==> config.mk <==
export PLATFORM = sky130hd
export DESIGN_NAME = timer2_control_logic
export DESIGN_NICKNAME = d
export VERILOG_FILES = /design/src/timer2_pkg.sv /design/src/timer2_control_logic.sv /design/src/timer2_clock_sources.sv
export SDC_FILE = /design/constraint.sdc
export NUM_CORES = 1
export LEC_CHECK = 0
export BUFFER_PORTS_ARGS = -buffer_cell sky130_fd_sc_hd__buf_2
export CAP_MARGIN = 20
export CORE_UTILIZATION = 52
export CTS_CLUSTER_DIAMETER = 60
export DETAILED_ROUTE_END_ITERATION = 10
export PLACE_DENSITY = 0.8
export SYNTH_ARGS = -nofsm -noshare
export SYNTH_HDL_FRONTEND = slang
export SYNTH_HIERARCHICAL = 1
export SYNTH_SLANG_ARGS = --single-unit
export TNS_END_PERCENT = 5
==> constraint.sdc <==
create_clock -name i_clk -period 2.45 [get_ports i_clk]
set_input_delay 0.1225 -clock i_clk [delete_from_list [all_inputs] [get_ports i_clk]]
set_output_delay 0.1225 -clock i_clk [all_outputs]
set_load 0.01 [all_outputs]
==> src/timer2_pkg.sv <==
// shared constants and types for the timer 2 control block
// assumes a single 250 MHz system clock and an 8-bit special register bus
`default_nettype none

package timer2_pkg;

  // control register location and reset value
  localparam logic [7:0]  CTRL_ADDR     = 8'hC8;
  localparam logic [7:0]  CTRL_RESET    = 8'h00;
  localparam int          BIT_SEL_W     = 3;

  // counter limits
  localparam logic [7:0]  BYTE_MAX      = 8'hFF;
  localparam logic [15:0] WORD_MAX      = 16'hFFFF;
  localparam logic [15:0] WORD_RESET    = 16'h0000;
  localparam logic [7:0]  BYTE_ONE      = 8'h01;

  // clock source dividers
  localparam int          SYS_DIV       = 12;
  localparam int          RTC_DIV       = 8;

  // external clock select codes
  localparam logic [1:0]  XSEL_SYS_RTC  = 2'h0;
  localparam logic [1:0]  XSEL_SYS_CMP  = 2'h1;
  localparam logic [1:0]  XSEL_UNDEF    = 2'h2;
  localparam logic [1:0]  XSEL_RTC_CMP  = 2'h3;

  // control register layout, msb first
  typedef struct packed {
    logic       high_overflow_flag;
    logic       low_overflow_flag;
    logic       low_byte_irq_enable;
    logic       capture_mode_enable;
    logic       split_mode_select;
    logic       run_control;
    logic [1:0] ext_clock_select;
  } ctrl_type;

  // one-cycle source pulses
  typedef struct packed {
    logic ext;
    logic cap;
  } tick_type;

endpackage : timer2_pkg

`default_nettype wire

==> src/timer2_control_logic.sv <==
// timer 2 control register, counter and overflow flags
// assumes a bit-addressable special register port and a 250 MHz clock
`default_nettype none

module timer2_control_logic
  import timer2_pkg::*;
#(
  parameter int SDIV = SYS_DIV,
  parameter int RDIV = RTC_DIV
)
(
  // clock and reset
  input  wire logic        i_clk,
  input  wire logic        i_rstn,
  // special register byte access
  input  wire logic [7:0]  i_sfr_addr,
  input  wire logic        i_sfr_wr,
  input  wire logic [7:0]  i_sfr_wdata,
  output logic      [7:0]  o_sfr_rdata,
  // bit access
  input  wire logic        i_bit_wr,
  input  wire logic [7:0]  i_bit_addr,
  input  wire logic        i_bit_wdata,
  // clock control bits held elsewhere
  input  wire logic        i_high_byte_clock_select,
  input  wire logic        i_low_byte_clock_select,
  // interrupt enable from the processor
  input  wire logic        i_irq_enable,
  // external sources
  input  wire logic        i_rtc_clk,
  input  wire logic        i_cmp0,
  // reload value
  input  wire logic [15:0] i_reload,
  // status
  output logic      [15:0] o_count,
  output logic      [15:0] o_capture,
  output logic             o_irq
);

  function automatic logic bit_hit(input logic [7:0] addr);
    bit_hit = (addr[7:BIT_SEL_W] == CTRL_ADDR[7:BIT_SEL_W]);
  endfunction : bit_hit

  ctrl_type    ctrl;
  ctrl_type    next_ctrl;
  tick_type    tick;
  logic        sw_write;
  logic        lo_tick;
  logic        hi_tick;
  logic        lo_en;
  logic        hi_en;
  logic        wrap_lo;
  logic        wrap_hi;
  logic        cap_event;
  logic [15:0] next_count;

  timer2_clock_sources #(
    .SDIV (SDIV),
    .RDIV (RDIV)
  ) i_timer2_clock_sources (
    .i_clk     (i_clk),
    .i_rstn    (i_rstn),
    .i_rtc_clk (i_rtc_clk),
    .i_cmp0    (i_cmp0),
    .i_xsel    (ctrl.ext_clock_select),
    .o_tick    (tick)
  );

  // per-byte clock choice
  assign lo_tick = i_low_byte_clock_select  ? 1'b1 : tick.ext;
  assign hi_tick = i_high_byte_clock_select ? 1'b1 : tick.ext;

  // count enables
  assign lo_en = ctrl.split_mode_select ? lo_tick
               : (ctrl.run_control && lo_tick);
  assign hi_en = ctrl.split_mode_select
               ? (ctrl.run_control && hi_tick)
               : lo_en;

  assign wrap_lo   = lo_en && (o_count[7:0] == BYTE_MAX);
  assign wrap_hi   = ctrl.split_mode_select
                   ? (hi_en && (o_count[15:8] == BYTE_MAX))
                   : (lo_en && (o_count == WORD_MAX));
  assign cap_event = ctrl.capture_mode_enable && tick.cap;

  assign sw_write = (i_sfr_wr && (i_sfr_addr == CTRL_ADDR))
                 || (i_bit_wr && bit_hit(i_bit_addr));

  // counter next value with auto-reload
  always_comb
  begin
    next_count = o_count;
    if (ctrl.split_mode_select)
    begin
      if (lo_en)
        next_count[7:0] = wrap_lo ? i_reload[7:0]
                        : 8'(o_count[7:0] + BYTE_ONE);
      if (hi_en)
        next_count[15:8] = wrap_hi ? i_reload[15:8]
                         : 8'(o_count[15:8] + BYTE_ONE);
    end
    else if (lo_en)
      next_count = wrap_hi ? i_reload : 16'(o_count + 16'h0001);
  end

  // control register next value, hardware set wins
  always_comb
  begin
    logic [7:0] bits;
    bits      = ctrl;
    next_ctrl = ctrl;
    if (i_sfr_wr && (i_sfr_addr == CTRL_ADDR))
      next_ctrl = ctrl_type'(i_sfr_wdata);
    else if (i_bit_wr && bit_hit(i_bit_addr))
    begin
      bits[i_bit_addr[BIT_SEL_W-1:0]] = i_bit_wdata;
      next_ctrl = ctrl_type'(bits);
    end
    if (wrap_hi || cap_event)
      next_ctrl.high_overflow_flag = 1'b1;
    if (wrap_lo)
      next_ctrl.low_overflow_flag = 1'b1;
  end

  always_ff @(posedge i_clk)
  begin
    if (!i_rstn)
      ctrl <= ctrl_type'(CTRL_RESET);
    else
      ctrl <= next_ctrl;
  end

  always_ff @(posedge i_clk)
  begin
    if (!i_rstn)
      o_count <= WORD_RESET;
    else
      o_count <= next_count;
  end

  // capture latch
  always_ff @(posedge i_clk)
  begin
    if (!i_rstn)
      o_capture <= WORD_RESET;
    else if (cap_event)
      o_capture <= o_count;
  end

  // read data and interrupt request
  always_ff @(posedge i_clk)
  begin
    if (!i_rstn)
      o_sfr_rdata <= CTRL_RESET;
    else
      o_sfr_rdata <= ctrl;
  end

  always_ff @(posedge i_clk)
  begin
    if (!i_rstn)
      o_irq <= 1'b0;
    else
      o_irq <= i_irq_enable && (ctrl.high_overflow_flag
            || (ctrl.low_byte_irq_enable && ctrl.low_overflow_flag));
  end
endmodule : timer2_control_logic

`default_nettype wire

==> src/timer2_clock_sources.sv <==
// external clock and capture trigger pulse generation
// assumes rtc clock and comparator inputs are asynchronous levels
`default_nettype none

module timer2_clock_sources
  import timer2_pkg::*;
#(
  parameter int SDIV = SYS_DIV,
  parameter int RDIV = RTC_DIV
)
(
  // clock and reset
  input  wire logic       i_clk,
  input  wire logic       i_rstn,
  // raw sources
  input  wire logic       i_rtc_clk,
  input  wire logic       i_cmp0,
  // selection
  input  wire logic [1:0] i_xsel,
  // pulses
  output var tick_type    o_tick
);

  localparam int SW = $clog2(SDIV);
  localparam int RW = $clog2(RDIV);

  if (SDIV < 2 || RDIV < 2)
  begin : g_bad
    $error("divider values below two are not supported");
  end

  logic [1:0]    meta;
  logic [1:0]    sync;
  logic [1:0]    prev;
  logic [1:0]    rise;
  logic [SW-1:0] sys_cnt;
  logic [RW-1:0] rtc_cnt;
  logic          sys_pulse;
  logic          rtc_pulse;
  logic          cmp_pulse;

  // two-stage synchronisers, index 0 rtc, 1 comparator
  for (genvar g = 0; g < 2; g++)
  begin : g_sync
    always_ff @(posedge i_clk)
    begin
      if (!i_rstn)
      begin
        meta[g] <= 1'b0;
        sync[g] <= 1'b0;
        prev[g] <= 1'b0;
      end
      else
      begin
        meta[g] <= (g == 0) ? i_rtc_clk : i_cmp0;
        sync[g] <= meta[g];
        prev[g] <= sync[g];
      end
    end
    assign rise[g] = sync[g] & ~prev[g];
  end

  // system clock divided by twelve
  always_ff @(posedge i_clk)
  begin
    if (!i_rstn)
      sys_cnt <= '0;
    else if (sys_cnt == SW'(SDIV - 1))
      sys_cnt <= '0;
    else
      sys_cnt <= SW'(sys_cnt + 1'b1);
  end

  // rtc clock divided by eight, counted on synced edges
  always_ff @(posedge i_clk)
  begin
    if (!i_rstn)
      rtc_cnt <= '0;
    else if (rise[0])
      rtc_cnt <= (rtc_cnt == RW'(RDIV - 1)) ? '0 : RW'(rtc_cnt + 1'b1);
  end

  assign sys_pulse = (sys_cnt == SW'(SDIV - 1));
  assign rtc_pulse = rise[0] && (rtc_cnt == RW'(RDIV - 1));
  assign cmp_pulse = rise[1];

  // source selection, code 10 treated like 01
  always_ff @(posedge i_clk)
  begin
    if (!i_rstn)
      o_tick <= '0;
    else
    begin
      case (i_xsel)
        XSEL_SYS_RTC: o_tick <= '{ext: sys_pulse, cap: rtc_pulse};
        XSEL_SYS_CMP: o_tick <= '{ext: sys_pulse, cap: cmp_pulse};
        XSEL_RTC_CMP: o_tick <= '{ext: rtc_pulse, cap: cmp_pulse};
        XSEL_UNDEF:   o_tick <= '{ext: sys_pulse, cap: cmp_pulse};
        default:      o_tick <= '0;
      endcase
    end
  end

endmodule : timer2_clock_sources

`default_nettype wire

# [Word level (Yosys, flattened, before mapping)]
# Index checks and enable logic that the tools add are counted.
[totals] ff_bits=64 latchBits=0 ram_bits=0 mem_bits_ro=0 word_cells=88 memories=0
[classes] addsub=5 mul=0 n_div=0 magnitude_cmp=2 n_eq_ne=11 shift=0 mux=21 n_bitwise=5 reduce_logical=22
[ops] cell="$mux 16" n=3
[ops] cell="$mux 8" n=6
[ops] cell="$eq 8x8->1 const B" n=3
[ops] cell="$add 16x1->16 const B" n=1
[ops] cell="$add 8x1->8 const B" n=2
[ops] cell="$eq 16x16->1 const B" n=1
[ops] cell="$logic_and 1x1->1" n=12
[ops] cell="$bwmux 8" n=1
[ops] cell="$mux 1" n=8
[ops] cell="$pmux 2 s3" n=1
[ops] cell="$reduce_bool 3->1" n=2
[ops] cell="$eq 5x5->1 const B" n=1
[ops] cell="$add 4x1->4 const B" n=1
[ops] cell="$eq 2x2->1 const B" n=2
[ops] cell="$eq 4x4->1 const B" n=1
[ops] cell="$lt 3x4->1 const B" n=1
[ops] cell="$reduce_bool 2->1" n=2
[ops] cell="$reduce_or 2->1" n=2
[ops] cell="$add 3x1->3 const B" n=1
[ops] cell="$demux 1 s3" n=1
[ops] cell="$eq 3x3->1 const B" n=1
[ops] cell="$ge 3x1->1 const B" n=1
[ops] cell="$mux 3" n=1
[ops] cell="$not 1->1" n=3
[ops] cell="other kinds (6)" n=8

# [Longest topological paths before layout]
# Gate-level depths: netlist (run 1).
[depth] word_depth=9 mapped_depth=8 mapped_depth_nobuf=6

# [Modules after synthesis]
# The synthesis (run 1) kept the hierarchy.
[modules_own_cells] module="timer2_control_logic" n_inst=1 cells_per_inst=290 area_per_inst_um2=2462.4 seq_area_each_um2=980.9
[modules_own_cells] module="timer2_clock_sources" n_inst=1 cells_per_inst=57 area_per_inst_um2=621.8 seq_area_each_um2=300.3

# [Worst setup path before layout (run 1)]
# No wires, ideal clock.
[synth_path] path_type="register to register" from="reg o_count[0]" to="reg o_count[3]" setup_time_ns=0.120 t_arrival_ns=1.708 t_required_ns=2.330 slack_ns=0.623 stages_incl_launch_ff=7 path_buffers=0 synth_period_minus_slack_ns=1.827 path_cell_list="dfxtp_1 > ha_1 > and3_1 > a21oi_4 > nor4_4 > nor3_1 > o31a_1"
[synth_between] elab_chain_cells=6 elab_cells_between_ends=12 classes_between="2 x add/sub; 2 x eq/ne; 6 x mux; 2 x reduce/logical"
[synth_lines] element="start, declared" line="timer2_control_logic.sv:35" rtl="output logic [15:0] o_count,"
[synth_lines] element="start signal, assigned" line="timer2_control_logic.sv:138" rtl="o_count <= next_count;"
[synth_lines] element="parallel branches: the longest is 5 deep, another holds $add 16x1->16"
[synth_lines] element="$mux 16 (*)" line="timer2_control_logic.sv:93" rtl="if (ctrl.split_mode_select)"
# Every way passes the cells marked *. The select of a mux whose other input is x is not followed.
# A chain may end at the register's enable or synchronous reset.

# [Worst setup path after layout (run 1)]
[layout_path] from="reg o_count[3]" to="reg o_count[3]"
# The elaborated chain is that of the path after synthesis.

==> impl_metrics.json, run 1 <==
{
  "hold_path_depth": 3,
  "initial_core_util_pct": 55.0,
  "cpPeakStageDelay_ns": 0.52,
  "drt-initial-drc-count": 179,
  "dp_hpwl_um": 5340,
  "final.setup_skew_ns": 0.00654,
  "tns_ns": 0,
  "crit_required_ns": 2.68,
  "worstHoldEndpoint": "ctrl[3]",
  "pre_cts_slack_ns": 0.420,
  "synth_area_leader_cell": "dfxtp_1",
  "post-route-period-util_pct": 85.7,
  "cts_sinks": 64,
  "final-instance-count-excl-fill": 511,
  "leakagePower_nw": 1.67,
  "synth_edf_count": 0,
  "io-pin-count": 91,
  "wl_um": 7700,
  "gr-usage-all-layers_pct": 26.2,
  "placed_cell_area_sq_mm": 0.00355,
  "r2r_slack_ns": 0.35,
  "utilization_pct": 67.8,
  "synth_area_sq_mm": 0.00308,
  "rr_worst_depth": 5,
  "cts_buffers": 9,
  "worst_slack_ns": 0.350,
  "htree_levels": 3,
  "drv_cap": 0,
  "slew_violations": 0,
  "final.min_clock_period_ns": 2.10,
  "fillCellCount": 504,
  "post_drt_via_cell_ratio": 5.72,
  "fp-row-count": 27,
  "hold_path_class": "in -> reg",
  "cts_root_buf": "clkbuf_8",
  "cts_resized": 0,
  "critPathKind": "reg -> reg",
  "worstSetupStartpointType": "register",
  "synth_top_area_share_pct": 41.5,
  "synth.avg_cell_area_sq_um": 8.89,
  "yosysUniqueCellTypes": 64,
  "diodes": 0,
  "cts_hold_buf": 3,
  "hold_start": "i_sfr_wdata[3]",
  "powerDensity_mw_per_mm2": 579,
  "synth_nets": 404,
  "cts_tree": "done",
  "finalSetupViolations": 0,
  "synth_area_leaders": "dfxtp_1, a21oi_1, nand2_1, mux2i_1, and2_1",
  "r2r_start": "o_count[3]",
  "hold_ws_ns": 0.0579,
  "dp_cells": 493,
  "synthCells": 347,
  "vias": 2923,
  "crit_path_max_fanout": 11,
  "drt_first_pass_iters": 5,
  "grt_pass1_vias": 2728,
  "cp.arrival_ns": 2.33,
  "wl_per_cell_um": 15.1,
  "final_nets": 492,
  "synth_commonest_cells": "dfxtp_1, nand2_1, a21oi_1",
  "numPortBuffers": 90,
  "total_power_mw": 2.20,
  "antenna_left": 0,
  "rsz0062_at_grt": "false",
  "max_clock_freq_mhz": 476,
  "grt_antenna_before_repair": 0,
  "r2r-end": "o_count[3]",
  "finalHoldViolations": 0,
  "drc": 0,
  "peakVddDrop_v": 0.000333,
  "core_area_sq_mm": 0.00561,
  "critPathBufInv": 0,
  "syn_to_final_growth_pct": 23.2,
  "drive_above_1_share_pct": 27.1,
  "ys_ff_latch": 64,
  "end_kind": "register",
  "overflow": 0,
  "startpoint": "o_count[3]",
  "grt_max_degree": 42,
  "ys_warn_count": 6,
  "dieHeight_um": 79.0,
  "grt_pass1_wl_um": 12700,
  "yosysMostFrequentCell": "dfxtp_1",
  "synth_seq_area_share_pct": 41.5,
  "fp.dieArea_sq_mm": 0.00624,
  "max_slew_margin_pct": 42.4,
  "post-cts-setup-buffers": 0,
  "final_area_sq_mm": 0.00380,
  "worstPathCellList": "and4_1 > a21oi_4 > nor4_4 > nor3_1 > o31a_1",
  "path_clk_slew_ns": 0.07,
  "status": "complete, no violations",
  "synth_flop_cell": "dfxtp_1",
  "worst_pin_slew_ns": 0.863,
  "async_flop_share_pct": 0,
  "clk_path_buf_depth": 2,
  "place_congestion": 0.898,
  "clk_latency_ns": 0.34,
  "crit_family": "simple AND/OR/NAND/NOR gates",
  "die_w_um": 79.0,
  "critPathSlowestCell": "nor4_4"
}
worst max-delay path by stage:
stage / end / cells after the start
floorplan: o_count[3] / 6
CTS: o_count[3] / 5
global route: o_count[2] / 6
global placement: o_count[3] / 6
finish: o_count[3] / 5
detailed placement: o_count[3] / 6
layout by cell type, fill, tap and decap left out, types with 7 or more instances in the layout:
cell type  synthesis  layout
and2_1            15      15
mux2i_1           16      16
and3_1            10      10
clkbuf_8           0      11
inv_1              7       7
dfxtp_1           64      64
o21ai_0           13      13
buf_2              2      90
nor2_1            18      18
nand2_1           45      45
a21oi_1           34      34
ha_1               7       7
report_power, final:
group	internal [mW]	leakage (nW)	switching, mW
logic	0.0579	1.04	0.0543
registers	1.05	0.517	0.0145
clock network	0.622	0.112	0.399
final cells by class:
cell class	count	area (sq um)	area share [%]
Clock buffer	12	155	4.08
Multi-Input combinational cell	258	1690	44.4
Inverter	7	26.3	0.691
Sequential cell	64	1280	33.7
Timing Repair Buffer	95	495	13.0
Clock inverter	3	65.1	1.71
Tap cell	72	90.1	2.37
cells by family after synthesis:
family | Yosys count | synth area share (%)
AO/OA/AOI/OAI | 88 | 18.5
multiplexers | 17 | 5.68
adder cells (fa/ha/maj) | 7 | 2.84
flip-flops | 64 | 41.5
buffers and inverters | 25 | 3.73
AND/OR/NAND/NOR | 143 | 26.9
XOR/XNOR | 3 | 0.852
registers in the layout, indices dropped and copies added (netlist names):
signal,flops
ctrl,8
o_irq,1
i_timer2_clock_sources/sys_cnt,4
i_timer2_clock_sources/prev,2
i_timer2_clock_sources/o_tick,2
o_sfr_rdata,8
i_timer2_clock_sources/rtc_cnt,3
i_timer2_clock_sources/sync,2
o_count,16
o_capture,16
i_timer2_clock_sources/meta,2
tightest hold or removal path, delay by kind of cell:
kind                   cells  cell delay [ns]
buffers and inverters      1             0.07
AOI/OAI and AO/OA          2             0.17
per-layer routing:
layer	up-vias	GRT usage (%)	routed length (um)
met3	14	5.52	512
met2	122	42.2	3630
met1	1353	32.7	3380
met5	-	0	0
li1	1434	-	-
met4	0	14.2	170
No activity file was read; power rests on OpenSTA's default activity.
==> inputs of run 2 (changes only) <==
--- a/config.mk
+++ b/config.mk
@@ -7,10 +7,10 @@
 export LEC_CHECK = 0
 export BUFFER_PORTS_ARGS = -buffer_cell sky130_fd_sc_hd__buf_2
 export CAP_MARGIN = 20
-export CORE_UTILIZATION = 52
+export CORE_UTILIZATION = 55
 export CTS_CLUSTER_DIAMETER = 60
 export DETAILED_ROUTE_END_ITERATION = 10
-export PLACE_DENSITY = 0.8
+export PLACE_DENSITY = 0.84
 export SYNTH_ARGS = -nofsm -noshare
 export SYNTH_HDL_FRONTEND = slang
 export SYNTH_HIERARCHICAL = 1
==> constraint.sdc (replaced) <==
create_clock -name i_clk -period 2.5 [get_ports i_clk]
set_input_delay 0.125 -clock i_clk [delete_from_list [all_inputs] [get_ports i_clk]]
set_output_delay 0.125 -clock i_clk [all_outputs]
set_load 0.01 [all_outputs]
==> run 2 against run 1 <==
Net effect: worst setup slack better by 0.044 ns; register-to-register slack improved by 0.04 ns; utilization grew 4.9 points; routed wire length decreased by 5.0%; sequential share of layout area hardly changed; largest cell class unchanged; cell count down 0.20%; non-clock buffer count grew 1; flip-flop and latch count unchanged; combinational power about the same; die area is 5.3% lower.
==> impl_metrics.json, run 2 (synthesis gave the netlist of run 1 again) <==
{
  "finalHoldViolations": 0,
  "final.setup_skew_ns": 0.00706,
  "tns_ns": 0,
  "path_clk_slew_ns": 0.06,
  "final_nets": 493,
  "grt_pass1_wl_um": 12400,
  "overflow": 0,
  "fp-row-count": 26,
  "initial_core_util_pct": 58.9,
  "end_kind": "register",
  "drc": 0,
  "r2r_start": "o_count[3]",
  "final-instance-count-excl-fill": 510,
  "cts_sinks": 64,
  "final.min_clock_period_ns": 2.11,
  "hold_ws_ns": 0.0661,
  "max_slew_margin_pct": 52.0,
  "post_drt_via_cell_ratio": 5.58,
  "dp_hpwl_um": 5050,
  "slew_violations": 0,
  "post-route-period-util_pct": 84.2,
  "drv_cap": 0,
  "worstSetupStartpointType": "register",
  "critPathKind": "reg -> reg",
  "dieHeight_um": 76.9,
  "diodes": 0,
  "hold_start": "i_sfr_wdata[4]",
  "drt_first_pass_iters": 4,
  "clk_latency_ns": 0.34,
  "layout_commonest_cell": "buf_2",
  "max_clock_freq_mhz": 475,
  "drive_above_1_share_pct": 27.3,
  "drt-initial-drc-count": 197,
  "cp.arrival_ns": 2.34,
  "leakagePower_nw": 1.67,
  "rsz0062_at_grt": "false",
  "fillCellCount": 409,
  "grt_antenna_before_repair": 0,
  "hold_path_class": "in -> reg",
  "core_area_sq_mm": 0.00524,
  "cts_resized": 0,
  "post-cts-setup-buffers": 0,
  "cts_root_buf": "clkbuf_8",
  "antenna_left": 0,
  "syn_to_final_growth_pct": 23.4,
  "die_w_um": 76.9,
  "worst_pin_slew_ns": 0.719,
  "fp.dieArea_sq_mm": 0.00591,
  "wl_um": 7320,
  "mostFrequentLayoutCells": "buf_2, dfxtp_1, nand2_1",
  "peakVddDrop_v": 0.000495,
  "startpoint": "o_count[3]",
  "crit_path_max_fanout": 11,
  "vias": 2848,
  "grt_max_degree": 42,
  "finalSetupViolations": 0,
  "io-pin-count": 91,
  "cts_tree": "done",
  "reg_top3": "o_capture (16), o_count (16)",
  "status": "complete, no violations",
  "powerDensity_mw_per_mm2": 565,
  "wl_per_cell_um": 14.3,
  "clk_path_buf_depth": 2,
  "numPortBuffers": 90,
  "htree_levels": 3,
  "place_congestion": 0.878,
  "crit_required_ns": 2.73,
  "grt_pass1_vias": 2647,
  "dp_cells": 492,
  "gr-usage-all-layers_pct": 26.6,
  "cts_buffers": 9
}
[run 2: power by group]
group | total, mW | leakage, nW | switching (mW) | internal (mW)
Combinational | 0.110 | 1.04 | 0.0518 | 0.0579
Sequential | 1.05 | 0.517 | 0.0142 | 1.03
Clock | 0.993 | 0.112 | 0.384 | 0.609
Total | 2.15 | 1.67 | 0.450 | 1.70
[run 2: area by class of cell]
| cell class | instances | area [sq um] | area share [%] |
|---|---|---|---|
| clock inverters | 3 | 65.1 | 1.71 |
| well taps | 70 | 87.6 | 2.30 |
| multi-input cells | 258 | 1690 | 44.3 |
| clock buffers | 12 | 155 | 4.08 |
| flip-flops and latches | 64 | 1280 | 33.7 |
| repair buffers | 96 | 503 | 13.2 |
| inverters | 7 | 26.3 | 0.690 |
[run 2: stage by stage]
step	setup WS (ns)	total power [mW]	instance area (sq um)	util, %
final	0.394	2.15	3810	72.7
after floorplan	0.673	1.12	3080	-
after global placement	0.539	1.17	3560	67.9
after global routing	0.220	2.23	3810	72.7
after CTS	0.427	2.16	3810	72.7
after detailed placement	0.448	1.17	3560	67.9
[run 2: critical path: stages (launching register included)]
cell	delay [ns]
dfxtp_1	0.49
and4_1	0.47
a21oi_4	0.14
nor4_4	0.54
nor3_1	0.10
o31a_1	0.25
[run 2: timing repair]
item	in CTS	in global routing
endpoints found under the hold margin	3	0
hold buffers	3	0
setup endpoints to repair	0	0
[run 2: path summary, 6_finish.rpt]
check                                                      end  slack, ns  cells after the start
worst min-delay path                                   ctrl[4]       0.07                      3
worst max-delay path                                o_count[3]       0.39                      5
worst min register to register  i_timer2_clock_sources/sync[1]       0.43                      1
worst max register to register                      o_count[3]       0.39                      5
[run 2: metal layers]
layer  track usage [%]  vias up  wire length, um
met3              6.79        9              402
met1              32.6     1309             3240
met2              45.0       96             3580
met5                 0        -                0
met4              8.65        0               95
li1                  -     1434                -
